## config.mk

```make
export PLATFORM = sky130hd
export DESIGN_NAME = dcl_drive_cmd
export DESIGN_NICKNAME = d
export VERILOG_FILES = /design/src/dcl_pkg.sv /design/src/dcl_drive_cmd.sv
export VERILOG_INCLUDE_DIRS = /design/src
export SDC_FILE = /design/constraint.sdc
export NUM_CORES = 2
export LEC_CHECK = 0
export ABC_AREA = 0
export BUFFER_PORTS_ARGS = -buffer_cell sky130_fd_sc_hd__buf_2
export CAP_MARGIN = 25
export CORE_MARGIN = 2
export CORE_UTILIZATION = 46
export CTS_BUF_LIST = sky130_fd_sc_hd__clkbuf_8
export CTS_CLUSTER_DIAMETER = 60
export DETAILED_ROUTE_END_ITERATION = 6
export GPL_TIMING_DRIVEN = 0
export HOLD_SLACK_MARGIN = 0.05
export PLACE_DENSITY = 0.67
export SKIP_LAST_GASP = 1
export SLEW_MARGIN = 30
export SYNTH_ARGS = -nofsm -noshare
export SYNTH_HDL_FRONTEND = slang
export SYNTH_SLANG_ARGS = --single-unit
```

## constraint.sdc

```tcl
create_clock -name core_clk -period 14 [get_ports core_clk]
set_clock_uncertainty 0.1 [all_clocks]
set_input_delay 4.2 -clock core_clk [delete_from_list [all_inputs] [get_ports core_clk]]
set_output_delay 4.2 -clock core_clk [all_outputs]
set_load 0.05 [all_outputs]
```

## src/dcl_regs.svh

```systemverilog
// drive command logic constants: timing, pin indices, reset values, scaling
`ifndef DCL_REGS_SVH
`define DCL_REGS_SVH
// Contract
// - one input may drive several functions
// - two-wire code: one input runs and stops
// - level sense: run at 1, stop at 0
// - transition sense: start only on edge
// - forward priority: forward beats reverse
// - three-wire: input one stops on opening
// - three-wire: run pulse latched until stop
// - three-wire: rearm only after both released
// - forward fixed: input one, three-wire input two
// - reverse unassigned: forward rotation only
// - two presets: low select picks speed
// - four presets decoded from high, low selects
// - active preset overrides analog reference
// - fault reset rising edge clears fault
// - overcurrent, short, internal faults need power-off
// - ramp switch picks secondary ramp times
// - logic output active sinks to common
// - analog output is fixed-rate pwm
// - current full scale is twice nominal
// - frequency full scale is high speed limit
// - threshold modes assert above threshold
// - reference reached asserts at reference
`define DCL_CLK_HZ          200000000
`define DCL_PWM_HZ          2000
`define DCL_PWM_PERIOD_CYC  (`DCL_CLK_HZ / `DCL_PWM_HZ)
`define DCL_CUR_FULL_PCT    200
`define DCL_FREQ_FULL_PCT   100
`define DCL_PCT_DEN         100
`define DCL_STOP_IDX        2'h0
`define DCL_FWD_IDX_2W      2'h0
`define DCL_FWD_IDX_3W      2'h1
`define DCL_IN_RST          4'h0
`endif

```

## src/dcl_pkg.sv

```systemverilog
// drive command logic types: control codes, two-wire types, preset and output modes
package dcl_pkg;
  // control type select codes
  typedef enum logic {
    dcl_two_wire_code,
    dcl_three_wire_code
  } dcl_ctrl_t;
  // two-wire behaviour
  typedef enum logic [1:0] {
    dcl_level_sense,
    dcl_transition_sense,
    dcl_forward_priority
  } dcl_two_wire_t;
  // preset speed count
  typedef enum logic [1:0] {
    dcl_preset_none,
    dcl_preset_two,
    dcl_preset_four
  } dcl_preset_t;
  // multi-function output use: analog modes then switch modes
  typedef enum logic [2:0] {
    dcl_ao_current,
    dcl_ao_frequency,
    dcl_lo_freq_thresh,
    dcl_lo_ref_reached,
    dcl_lo_cur_thresh
  } dcl_out_mode_t;
endpackage : dcl_pkg

```

## src/dcl_drive_cmd.sv

```systemverilog
// drive command logic: input sync, run/stop, presets, fault reset, ramps, multi-function output
`include "dcl_regs.svh"
module dcl_drive_cmd #(
  parameter int          SPD_W          = 16,                    // speed and current width
  parameter int unsigned PWM_PERIOD_CYC = `DCL_PWM_PERIOD_CYC,   // cycles per pwm period
  parameter int          RAMP_W         = 10                     // ramp time width
) (
  input  wire logic                   core_clk,
  input  wire logic                   sys_rst,
  input  wire logic [3:0]             logic_in_pin,          // four programmable inputs
  input  wire dcl_pkg::dcl_ctrl_t     control_type_select,
  input  wire dcl_pkg::dcl_two_wire_t two_wire_type,
  input  wire logic                   reverse_assign_en,     // low: no reverse input
  input  wire logic [1:0]             reverse_assign,        // input index for reverse
  input  wire dcl_pkg::dcl_preset_t   preset_mode,
  input  wire logic [1:0]             preset_select_low,     // input index, low select
  input  wire logic [1:0]             preset_select_high,    // input index, high select
  input  wire logic                   fault_reset_en,
  input  wire logic [1:0]             fault_reset_idx,
  input  wire logic                   ramp_switch_en,
  input  wire logic [1:0]             ramp_switch_input,     // input index, ramp switch
  input  wire logic [SPD_W-1:0]       speed_ref,             // analog or pot reference
  input  wire logic [SPD_W-1:0]       low_speed_limit,
  input  wire logic [SPD_W-1:0]       high_speed_limit,
  input  wire logic [SPD_W-1:0]       preset_speed_second,
  input  wire logic [SPD_W-1:0]       preset_speed_third,
  input  wire logic [SPD_W-1:0]       preset_speed_fourth,
  input  wire logic [RAMP_W-1:0]      primary_ramp_up_time,
  input  wire logic [RAMP_W-1:0]      primary_ramp_down_time,
  input  wire logic [RAMP_W-1:0]      second_ramp_up_time,
  input  wire logic [RAMP_W-1:0]      second_ramp_down_time,
  input  wire logic                   fault_detect,          // pulse: new fault seen
  input  wire logic                   fault_power_only,      // with detect: power-off class
  input  wire logic                   fault_cause_present,   // cause still active
  input  wire logic [SPD_W-1:0]       motor_freq,
  input  wire logic [SPD_W-1:0]       motor_current,
  input  wire logic [SPD_W-1:0]       nominal_current,
  input  wire logic [SPD_W-1:0]       freq_threshold,
  input  wire logic [SPD_W-1:0]       current_threshold,
  input  wire dcl_pkg::dcl_out_mode_t out_mode,
  output logic                        run_fwd_q,             // forward run command
  output logic                        run_rev_q,             // reverse run command
  output logic                        motor_enable,          // power stage allowed
  output logic                        ramp_stop_q,           // pulse: ramped stop request
  output logic [SPD_W-1:0]            speed_cmd_q,           // selected speed reference
  output logic                        fault_soft_q,          // resettable fault stored
  output logic                        fault_hard_q,          // power-off-only fault stored
  output logic                        fault_reset_pulse_q,   // pulse: fault cleared
  output logic [RAMP_W-1:0]           ramp_up_q,             // active acceleration time
  output logic [RAMP_W-1:0]           ramp_down_q,           // active deceleration time
  output logic                        do_sink_q              // high: open collector pulls low
);

  // pick one synchronised input by index
  function automatic logic pick(input logic [3:0] v, input logic [1:0] idx);
    pick = v[idx];
  endfunction : pick

  // pwm high while qty*100/(full*pct) > cnt/period, kept in products to avoid a divider
  function automatic logic ratio_on(input logic [47:0] qty, input logic [47:0] full,
                                    input logic [47:0] pct, input logic [47:0] cnt);
    ratio_on = (qty * 48'(`DCL_PCT_DEN) * 48'(PWM_PERIOD_CYC)) > (cnt * full * pct);
  endfunction : ratio_on

  logic [3:0]       sync1_q, sync2_q, sync3_q;  // three-stage pin synchroniser
  logic [3:0]       in_q;                       // accepted level, second and third agree
  logic [3:0]       in_valid_q;                 // fill marks; top bit once in_q is real
  logic [3:0]       prev_q;                     // previous accepted level
  logic             prev_valid_q;               // previous sample is real
  logic [3:0]       rise, fall;                 // one-cycle edge events
  logic             fwd_lvl, rev_lvl, stop_lvl; // function levels
  logic             fwd_rise, rev_rise, stop_fall, frst_rise;
  logic             armed_q;                    // three-wire rearm after release
  logic             run_fwd_d, run_rev_d;
  logic [1:0]       preset_sel;
  logic [16:0]      pwm_cnt_q;                  // pwm period counter
  logic             is_3w;

  // pin synchroniser; only the second stage reads the first
  always_ff @(posedge core_clk) begin
    if (sys_rst) begin
      sync1_q <= `DCL_IN_RST;
      sync2_q <= `DCL_IN_RST;
      sync3_q <= `DCL_IN_RST;
    end else begin
      sync1_q <= logic_in_pin;
      sync2_q <= sync1_q;
      sync3_q <= sync2_q;
    end
  end

  // accept a bit once stages two and three agree; this filters single-cycle glitches
  always_ff @(posedge core_clk) begin
    if (sys_rst) begin
      in_q       <= `DCL_IN_RST;
      in_valid_q <= 4'h0;
    end else begin
      in_q       <= (sync2_q & sync3_q) | (in_q & (sync2_q ^ sync3_q));
      in_valid_q <= {in_valid_q[2:0], 1'b1};  // a pin needs four edges to reach in_q
    end
  end

  // previous sample for edge compare; first sample makes no edge, so a held input
  // at power-up never looks like a transition
  always_ff @(posedge core_clk) begin
    if (sys_rst) begin
      prev_q       <= `DCL_IN_RST;
      prev_valid_q <= 1'b0;
    end else begin
      prev_q       <= in_q;
      prev_valid_q <= in_valid_q[3];
    end
  end

  assign rise = prev_valid_q ? (in_q & ~prev_q) : 4'h0;
  assign fall = prev_valid_q ? (~in_q & prev_q) : 4'h0;

  // function map: every function indexes the same samples, so shared inputs act together
  assign is_3w     = (control_type_select == dcl_pkg::dcl_three_wire_code);
  assign fwd_lvl   = pick(in_q, is_3w ? `DCL_FWD_IDX_3W : `DCL_FWD_IDX_2W);
  assign fwd_rise  = pick(rise, is_3w ? `DCL_FWD_IDX_3W : `DCL_FWD_IDX_2W);
  assign rev_lvl   = reverse_assign_en & pick(in_q, reverse_assign);
  assign rev_rise  = reverse_assign_en & pick(rise, reverse_assign);
  assign stop_lvl  = pick(in_q, `DCL_STOP_IDX);
  assign stop_fall = is_3w & pick(fall, `DCL_STOP_IDX);
  assign frst_rise = fault_reset_en & pick(rise, fault_reset_idx);

  // run decision per control type
  always_comb begin
    run_fwd_d = run_fwd_q;
    run_rev_d = run_rev_q;
    if (!is_3w) begin
      case (two_wire_type)
        // level sense: both asserted is ambiguous, so neither runs
        dcl_pkg::dcl_level_sense: begin
          run_fwd_d = fwd_lvl & ~rev_lvl;
          run_rev_d = rev_lvl & ~fwd_lvl;
        end
        // transition sense: a start needs an edge, level loss stops
        dcl_pkg::dcl_transition_sense: begin
          run_fwd_d = fwd_lvl & (run_fwd_q | fwd_rise) & ~run_rev_q;
          run_rev_d = rev_lvl & (run_rev_q | rev_rise) & ~run_fwd_d;
        end
        // forward priority: levels, forward wins a tie
        dcl_pkg::dcl_forward_priority: begin
          run_fwd_d = fwd_lvl;
          run_rev_d = rev_lvl & ~fwd_lvl;
        end
        default: begin
          run_fwd_d = 1'b0;
          run_rev_d = 1'b0;
        end
      endcase
    end else if (!stop_lvl || frst_rise) begin
      // open stop input or manual fault reset drops the latch
      run_fwd_d = 1'b0;
      run_rev_d = 1'b0;
    end else if (armed_q && !run_fwd_q && !run_rev_q) begin
      // latch a run pulse until stop opens; forward wins a simultaneous pulse
      run_fwd_d = fwd_rise;
      run_rev_d = rev_rise & ~fwd_rise;
    end
  end

  // run command registers
  always_ff @(posedge core_clk) begin
    if (sys_rst) begin
      run_fwd_q <= 1'b0;
      run_rev_q <= 1'b0;
    end else begin
      run_fwd_q <= run_fwd_d;
      run_rev_q <= run_rev_d;
    end
  end

  // three-wire rearm: cleared at power-up, fault reset and stop; set once both released
  always_ff @(posedge core_clk) begin
    if (sys_rst) begin
      armed_q <= 1'b0;
    end else if (!stop_lvl || frst_rise) begin
      armed_q <= 1'b0;
    end else if (!fwd_lvl && !rev_lvl && prev_valid_q) begin
      armed_q <= 1'b1;
    end
  end

  // power stage only with a run command and no soft or hard fault stored
  assign motor_enable = (run_fwd_q | run_rev_q) & ~fault_soft_q & ~fault_hard_q;

  // ramped stop request pulse on stop opening, three-wire only
  always_ff @(posedge core_clk) begin
    if (sys_rst) begin
      ramp_stop_q <= 1'b0;
    end else begin
      ramp_stop_q <= stop_fall;
    end
  end

  // preset selection; high select only counts with four presets
  assign preset_sel = {(preset_mode == dcl_pkg::dcl_preset_four) &
                         pick(in_q, preset_select_high),
                       (preset_mode != dcl_pkg::dcl_preset_none) &
                         pick(in_q, preset_select_low)};

  // speed reference; a preset beats the analog or pot reference
  always_ff @(posedge core_clk) begin
    if (sys_rst) begin
      speed_cmd_q <= '0;
    end else begin
      case (preset_sel)
        2'h1:    speed_cmd_q <= preset_speed_second;
        2'h2:    speed_cmd_q <= preset_speed_third;
        2'h3:    speed_cmd_q <= preset_speed_fourth;
        default: speed_cmd_q <= (speed_ref < low_speed_limit) ? low_speed_limit
                                                               : speed_ref;
      endcase
    end
  end

  // resettable fault: a new fault in the reset cycle wins over the clear
  always_ff @(posedge core_clk) begin
    if (sys_rst) begin
      fault_soft_q <= 1'b0;
    end else if (fault_detect && !fault_power_only) begin
      fault_soft_q <= 1'b1;
    end else if (frst_rise && !fault_cause_present) begin
      fault_soft_q <= 1'b0;
    end
  end

  // power-off class faults ignore the reset input; only sys_rst (power-up) clears
  always_ff @(posedge core_clk) begin
    if (sys_rst) begin
      fault_hard_q <= 1'b0;
    end else if (fault_detect && fault_power_only) begin
      fault_hard_q <= 1'b1;
    end
  end

  // pulse when a stored fault is actually cleared
  always_ff @(posedge core_clk) begin
    if (sys_rst) begin
      fault_reset_pulse_q <= 1'b0;
    end else begin
      fault_reset_pulse_q <= frst_rise & fault_soft_q & ~fault_cause_present &
                             ~(fault_detect & ~fault_power_only);
    end
  end

  // ramp times follow the ramp switch input level
  always_ff @(posedge core_clk) begin
    if (sys_rst) begin
      ramp_up_q   <= '0;
      ramp_down_q <= '0;
    end else if (ramp_switch_en && pick(in_q, ramp_switch_input)) begin
      ramp_up_q   <= second_ramp_up_time;
      ramp_down_q <= second_ramp_down_time;
    end else begin
      ramp_up_q   <= primary_ramp_up_time;
      ramp_down_q <= primary_ramp_down_time;
    end
  end

  // free-running pwm period counter; live quantities, so duty may change mid-period
  always_ff @(posedge core_clk) begin
    if (sys_rst || pwm_cnt_q == 17'(PWM_PERIOD_CYC - 1)) begin
      pwm_cnt_q <= '0;
    end else begin
      pwm_cnt_q <= pwm_cnt_q + 17'h00001;
    end
  end

  // multi-function output; high turns the sink on, pulling the pin low to 0 V
  always_ff @(posedge core_clk) begin
    if (sys_rst) begin
      do_sink_q <= 1'b0;
    end else begin
      case (out_mode)
        dcl_pkg::dcl_ao_current:
          do_sink_q <= ratio_on(48'(motor_current), 48'(nominal_current),
                                48'(`DCL_CUR_FULL_PCT), 48'(pwm_cnt_q));
        dcl_pkg::dcl_ao_frequency:
          do_sink_q <= ratio_on(48'(motor_freq), 48'(high_speed_limit),
                                48'(`DCL_FREQ_FULL_PCT), 48'(pwm_cnt_q));
        dcl_pkg::dcl_lo_freq_thresh: do_sink_q <= motor_freq > freq_threshold;
        dcl_pkg::dcl_lo_cur_thresh:  do_sink_q <= motor_current > current_threshold;
        dcl_pkg::dcl_lo_ref_reached: do_sink_q <= motor_freq == speed_cmd_q;
        default:                     do_sink_q <= 1'b0;
      endcase
    end
  end
endmodule : dcl_drive_cmd

```

==> summary.txt <==
Yosys
  • Number of library cell types mapped by synthesis: between 70 and 80
  • Post-synth EDFFs: 0
  • Post-Synthesis Cells: about 4700
  • Yosys warning count: 0
  • Mapped Nets: 6420
  • Leading area contributor after synthesis: fa_1
  • Sequential share of the synthesized area: between 4 and 5%
  • Synth Cell Area: around 0.041 mm²
  • Avg Cell Area, Syn: just under 9 µm²
  • Area share of the largest cell type after synthesis: roughly 30%
  • Primary FF master, synth: dfxtp_1
  • FFs w/ async S/R, synth: 0%
  • Synthesized flop and latch total: 86
  • Synth top area cells: fa_1 (30%), ha_1 (26%), inv_1 (8.4%)

STA
  • Final hold vios: 0
  • Tcrit/Tclk final: 100%
  • Final setup TNS: -0.0511 ns
  • Post-route minimum period: between 10 and 15 ns
  • Rel. slew slack: 37.0%
  • Min setup slack post-route: -0.0511 ns
  • Worst-Margin Slew: about 0.94 ns
  • Setup-failing EPs final: 1
  • RSZ-0062 raised after global routing: yes
  • FMAX: between 0.07 and 0.08 GHz
  • Final Max Slew Viols: 0

Drt
  • DRT antenna net count: 0
  • Detailed Route Iter0 Violations: approximately 1500
  • Routed length per instance: between 15 and 20 µm
  • Router iterations before antenna repair: 6
  • Avg Vias per Cell: 5.33
  • Routed WL: about 110 mm
  • Via Count: around 33000
  • Post-route DRC: 0

Global routing
  • Met1 Use GR: roughly a third
  • Met3 Track Usage GR: between 2 and 3%
  • Initial antenna violation count: 7
  • GR Util met2: between 40% and 50%
  • Total GRT Usage: a little under a quarter
  • Number of global-route vias before repair: between 30000 and 40000
  • Congestion Overflow GR: 0
  • First-pass GRT wire length: about 180 mm
  • Largest net degree at the start of global routing: 18
  • Most utilized layer in the global route result: met2

Setup path
  • CP required: around 14 ns
  • Crit path top cell by count: fa_1
  • Critical Setup Path Class: in2reg
  • Worst Path Buf+Inv: 10
  • CP Max Fanout: 8
  • Worst endpoint data arrival time: 14.27 ns
  • Startpoint types: input port
  • Worst path max stage delay: 0.54 ns
  • Slowest stage cell on the critical path: fa_1
  • Delay-heaviest family, CP: adder cells
  • Crit. End Element: register

Cells and area
  • Area delta synth->final: 12.9%
  • Core Util, Final: 52.6%
  • Post-Layout Cell Count: between 6000 and 7000
  • Proportion of layout cells with a drive suffix above 1: between 10 and 15%
  • Final nets: slightly below 7000

Clocking
  • Post-CTS Hold Buffers: 0
  • CTS tree: done
  • Num CTS Buffers: 9
  • CTS max path bufs: 2
  • Clk root buf: clkbuf_8
  • Clock transition at path regs: ~0.11 ns
  • Htree depth: 3
  • CTS sink count: 86
  • Worst-skew pair later-pin latency: around 0.42 ns

Worst hold path
  • Hold crit path type: reg2reg

Run status
  • Outcome: finished, violations left
  • Failing checks: setup timing

Floorplan
  • Initial Util: a little under half
  • Core area: just under 0.09 mm²
  • I/O pin cnt: between 200 and 300
  • Die H: between 300 and 400 µm
  • Cell Rows: roughly 110
  • Die ar.: 0.0923 mm²
  • Chip Width: 304 µm

Placement
  • DP Worst Slack: -2.07 ns
  • Gpl congestion: roughly 0.94
  • Placed Cells: between 6000 and 7000
  • Hpwl dp: roughly 93 mm
  • Buffers on Ports: between 200 and 300

Flow run
  • # Max-Cap Violations: 0
## synthesized netlist by cell type (4+ instances only)
| library cell | number |
|---|---|
| a22o_1 | 11 |
| fa_1 | 622 |
| dfxtp_1 | 86 |
| xor2_1 | 81 |
| o21ai_0 | 102 |
| nor2b_1 | 50 |
| clkbuf_1 | 121 |
| nand3b_1 | 4 |
| a2111oi_0 | 11 |
| a21o_1 | 112 |
| a21boi_0 | 6 |
| a31oi_1 | 14 |
| a211o_1 | 9 |
| a21oi_2 | 6 |
| inv_1 | 930 |
| a211oi_1 | 20 |
| xnor2_1 | 155 |
| nand2_1 | 430 |
| nor3_1 | 36 |
| a221oi_1 | 10 |
| or2_2 | 7 |
| a21oi_1 | 186 |
| or3_1 | 16 |
| mux2i_1 | 39 |
| nor2_1 | 163 |
| or4_1 | 5 |
| nand4_1 | 40 |
| a311oi_1 | 5 |
| o22ai_1 | 13 |
| a22oi_1 | 12 |
| and2_1 | 229 |
| o21a_1 | 29 |
| o31ai_1 | 9 |
| a31o_2 | 11 |
| nor4_1 | 5 |
| nand3_1 | 44 |
| buf_1 | 8 |
| o2111ai_1 | 6 |
| o21bai_1 | 32 |
| nand2b_1 | 30 |
| and3_1 | 26 |
| o21ai_1 | 6 |
| o211ai_1 | 14 |
| ha_1 | 875 |
## final timing paths
kind | start | end | slack [ns] | cells after the start
max | high_speed_limit[4] | do_sink_q$_SDFF_PP0_ | -0.05 | 46
min | prev_q[0]$_SDFF_PP0_ | ramp_stop_q$_SDFF_PP0_ | 0.34 | 2
max reg2reg | pwm_cnt_q[5]$_SDFF_PP0_ | do_sink_q$_SDFF_PP0_ | 2.35 | 42
min reg2reg | prev_q[0]$_SDFF_PP0_ | ramp_stop_q$_SDFF_PP0_ | 0.34 | 2
## routing by layer
metal,vias up,part of all wire (%)
met2,738,49
met1,16400,43
met4,0,2.2
li1,15800,-
met5,-,0
met3,152,5.0
## placed cells by master, fill, tap and decap left out, types with 13 or more instances in the layout
| cell type | synthesis | layout |
|---|---|---|
| and3_1 | 26 | 24 |
| nand3_1 | 44 | 42 |
| and2_1 | 229 | 224 |
| nor2b_1 | 50 | 49 |
| fa_1 | 622 | 613 |
| buf_4 | 0 | 73 |
| ha_2 | 0 | 16 |
| a21o_1 | 112 | 112 |
| a21oi_2 | 6 | 27 |
| a211oi_1 | 20 | 15 |
| o21ai_0 | 102 | 87 |
| buf_8 | 0 | 13 |
| buf_6 | 0 | 14 |
| nor2_1 | 163 | 155 |
| clkbuf_8 | 0 | 15 |
| dfxtp_1 | 86 | 86 |
| mux2i_1 | 39 | 39 |
| nand2b_1 | 30 | 29 |
| xnor2_2 | 0 | 14 |
| clkbuf_1 | 121 | 84 |
| o21bai_1 | 32 | 30 |
| nand2_1 | 430 | 425 |
| o21ai_1 | 6 | 15 |
| nor3_1 | 36 | 31 |
| a21oi_1 | 186 | 162 |
| o211ai_1 | 14 | 14 |
| ha_4 | 0 | 27 |
| or3_1 | 16 | 14 |
| o21a_1 | 29 | 29 |
| inv_2 | 0 | 13 |
| nand4_1 | 40 | 40 |
| ha_1 | 875 | 832 |
| xnor2_1 | 155 | 140 |
| buf_2 | 1 | 265 |
| xor2_1 | 81 | 75 |
| inv_1 | 930 | 917 |
## sequential cells by signal (all words and copies together) (netlist names)
name / flops
run_fwd_q: 1
ramp_down_q: 10
ramp_stop_q: 1
do_sink_q: 1
in_q: 4
pwm_cnt_q: 17
ramp_up_q: 10
in_valid_q: 4
speed_cmd_q: 16
fault_reset_pulse_q: 1
run_rev_q: 1
sync1_q: 4
sync3_q: 4
fault_hard_q: 1
armed_q: 1
prev_q: 4
fault_soft_q: 1
sync2_q: 4
prev_valid_q: 1
## worst min-delay path: stages, from the launching register on
cell and delay, ns:
dfxtp_1 0.32, nand4_1 0.07, nor2_1 0.05
## layout make-up
| cell class | instances | area, µm² |
|---|---|---|
| fill | 8223 | 42000 |
| sequential | 86 | 1720 |
| buffer | 128 | 831 |
| clock inverter | 6 | 46.3 |
| multi-input combinational | 3530 | 36800 |
| antenna | 7 | 17.5 |
| inverter | 930 | 3490 |
| clock buffer | 9 | 124 |
| timing repair buffer | 360 | 2160 |
| tap | 1165 | 1460 |
## what timing repair did
item,in CTS,in global routing
cloned,1,0
setup buffers,45,32
pin swaps,93,118
gates resized for setup,222,158
endpoints found under the setup margin,1,1
## cell families (layout without fill, tap and decap cells)
kind of cell / count (synthesis) / after routing / synth area share [%]
compound gates: 658 / 658 / 10.6
xor+xnor: 236 / 236 / 5.00
fa+ha+maj: 1497 / 1497 / 56.6
buf+inv: 1061 / 1433 / 9.64
flops: 86 / 86 / 4.17
mux: 43 / 43 / 1.14
other cells: 0 / 7 / 0
simple gates: 1096 / 1096 / 12.9
## metrics by stage
stage | hold slack, ns | instance area, µm²
2_1_floorplan | 0.314 | 41400
3_3_place_gp | 0.318 | 44200
3_5_place_dp | 0.328 | 44200
4_1_cts | 0.339 | 45800
5_1_grt | 0.364 | 46700
6_report | 0.343 | 46700
Power is not shown: default switching activity piles up to over one toggle a cycle in this logic, so the estimate is an artifact.
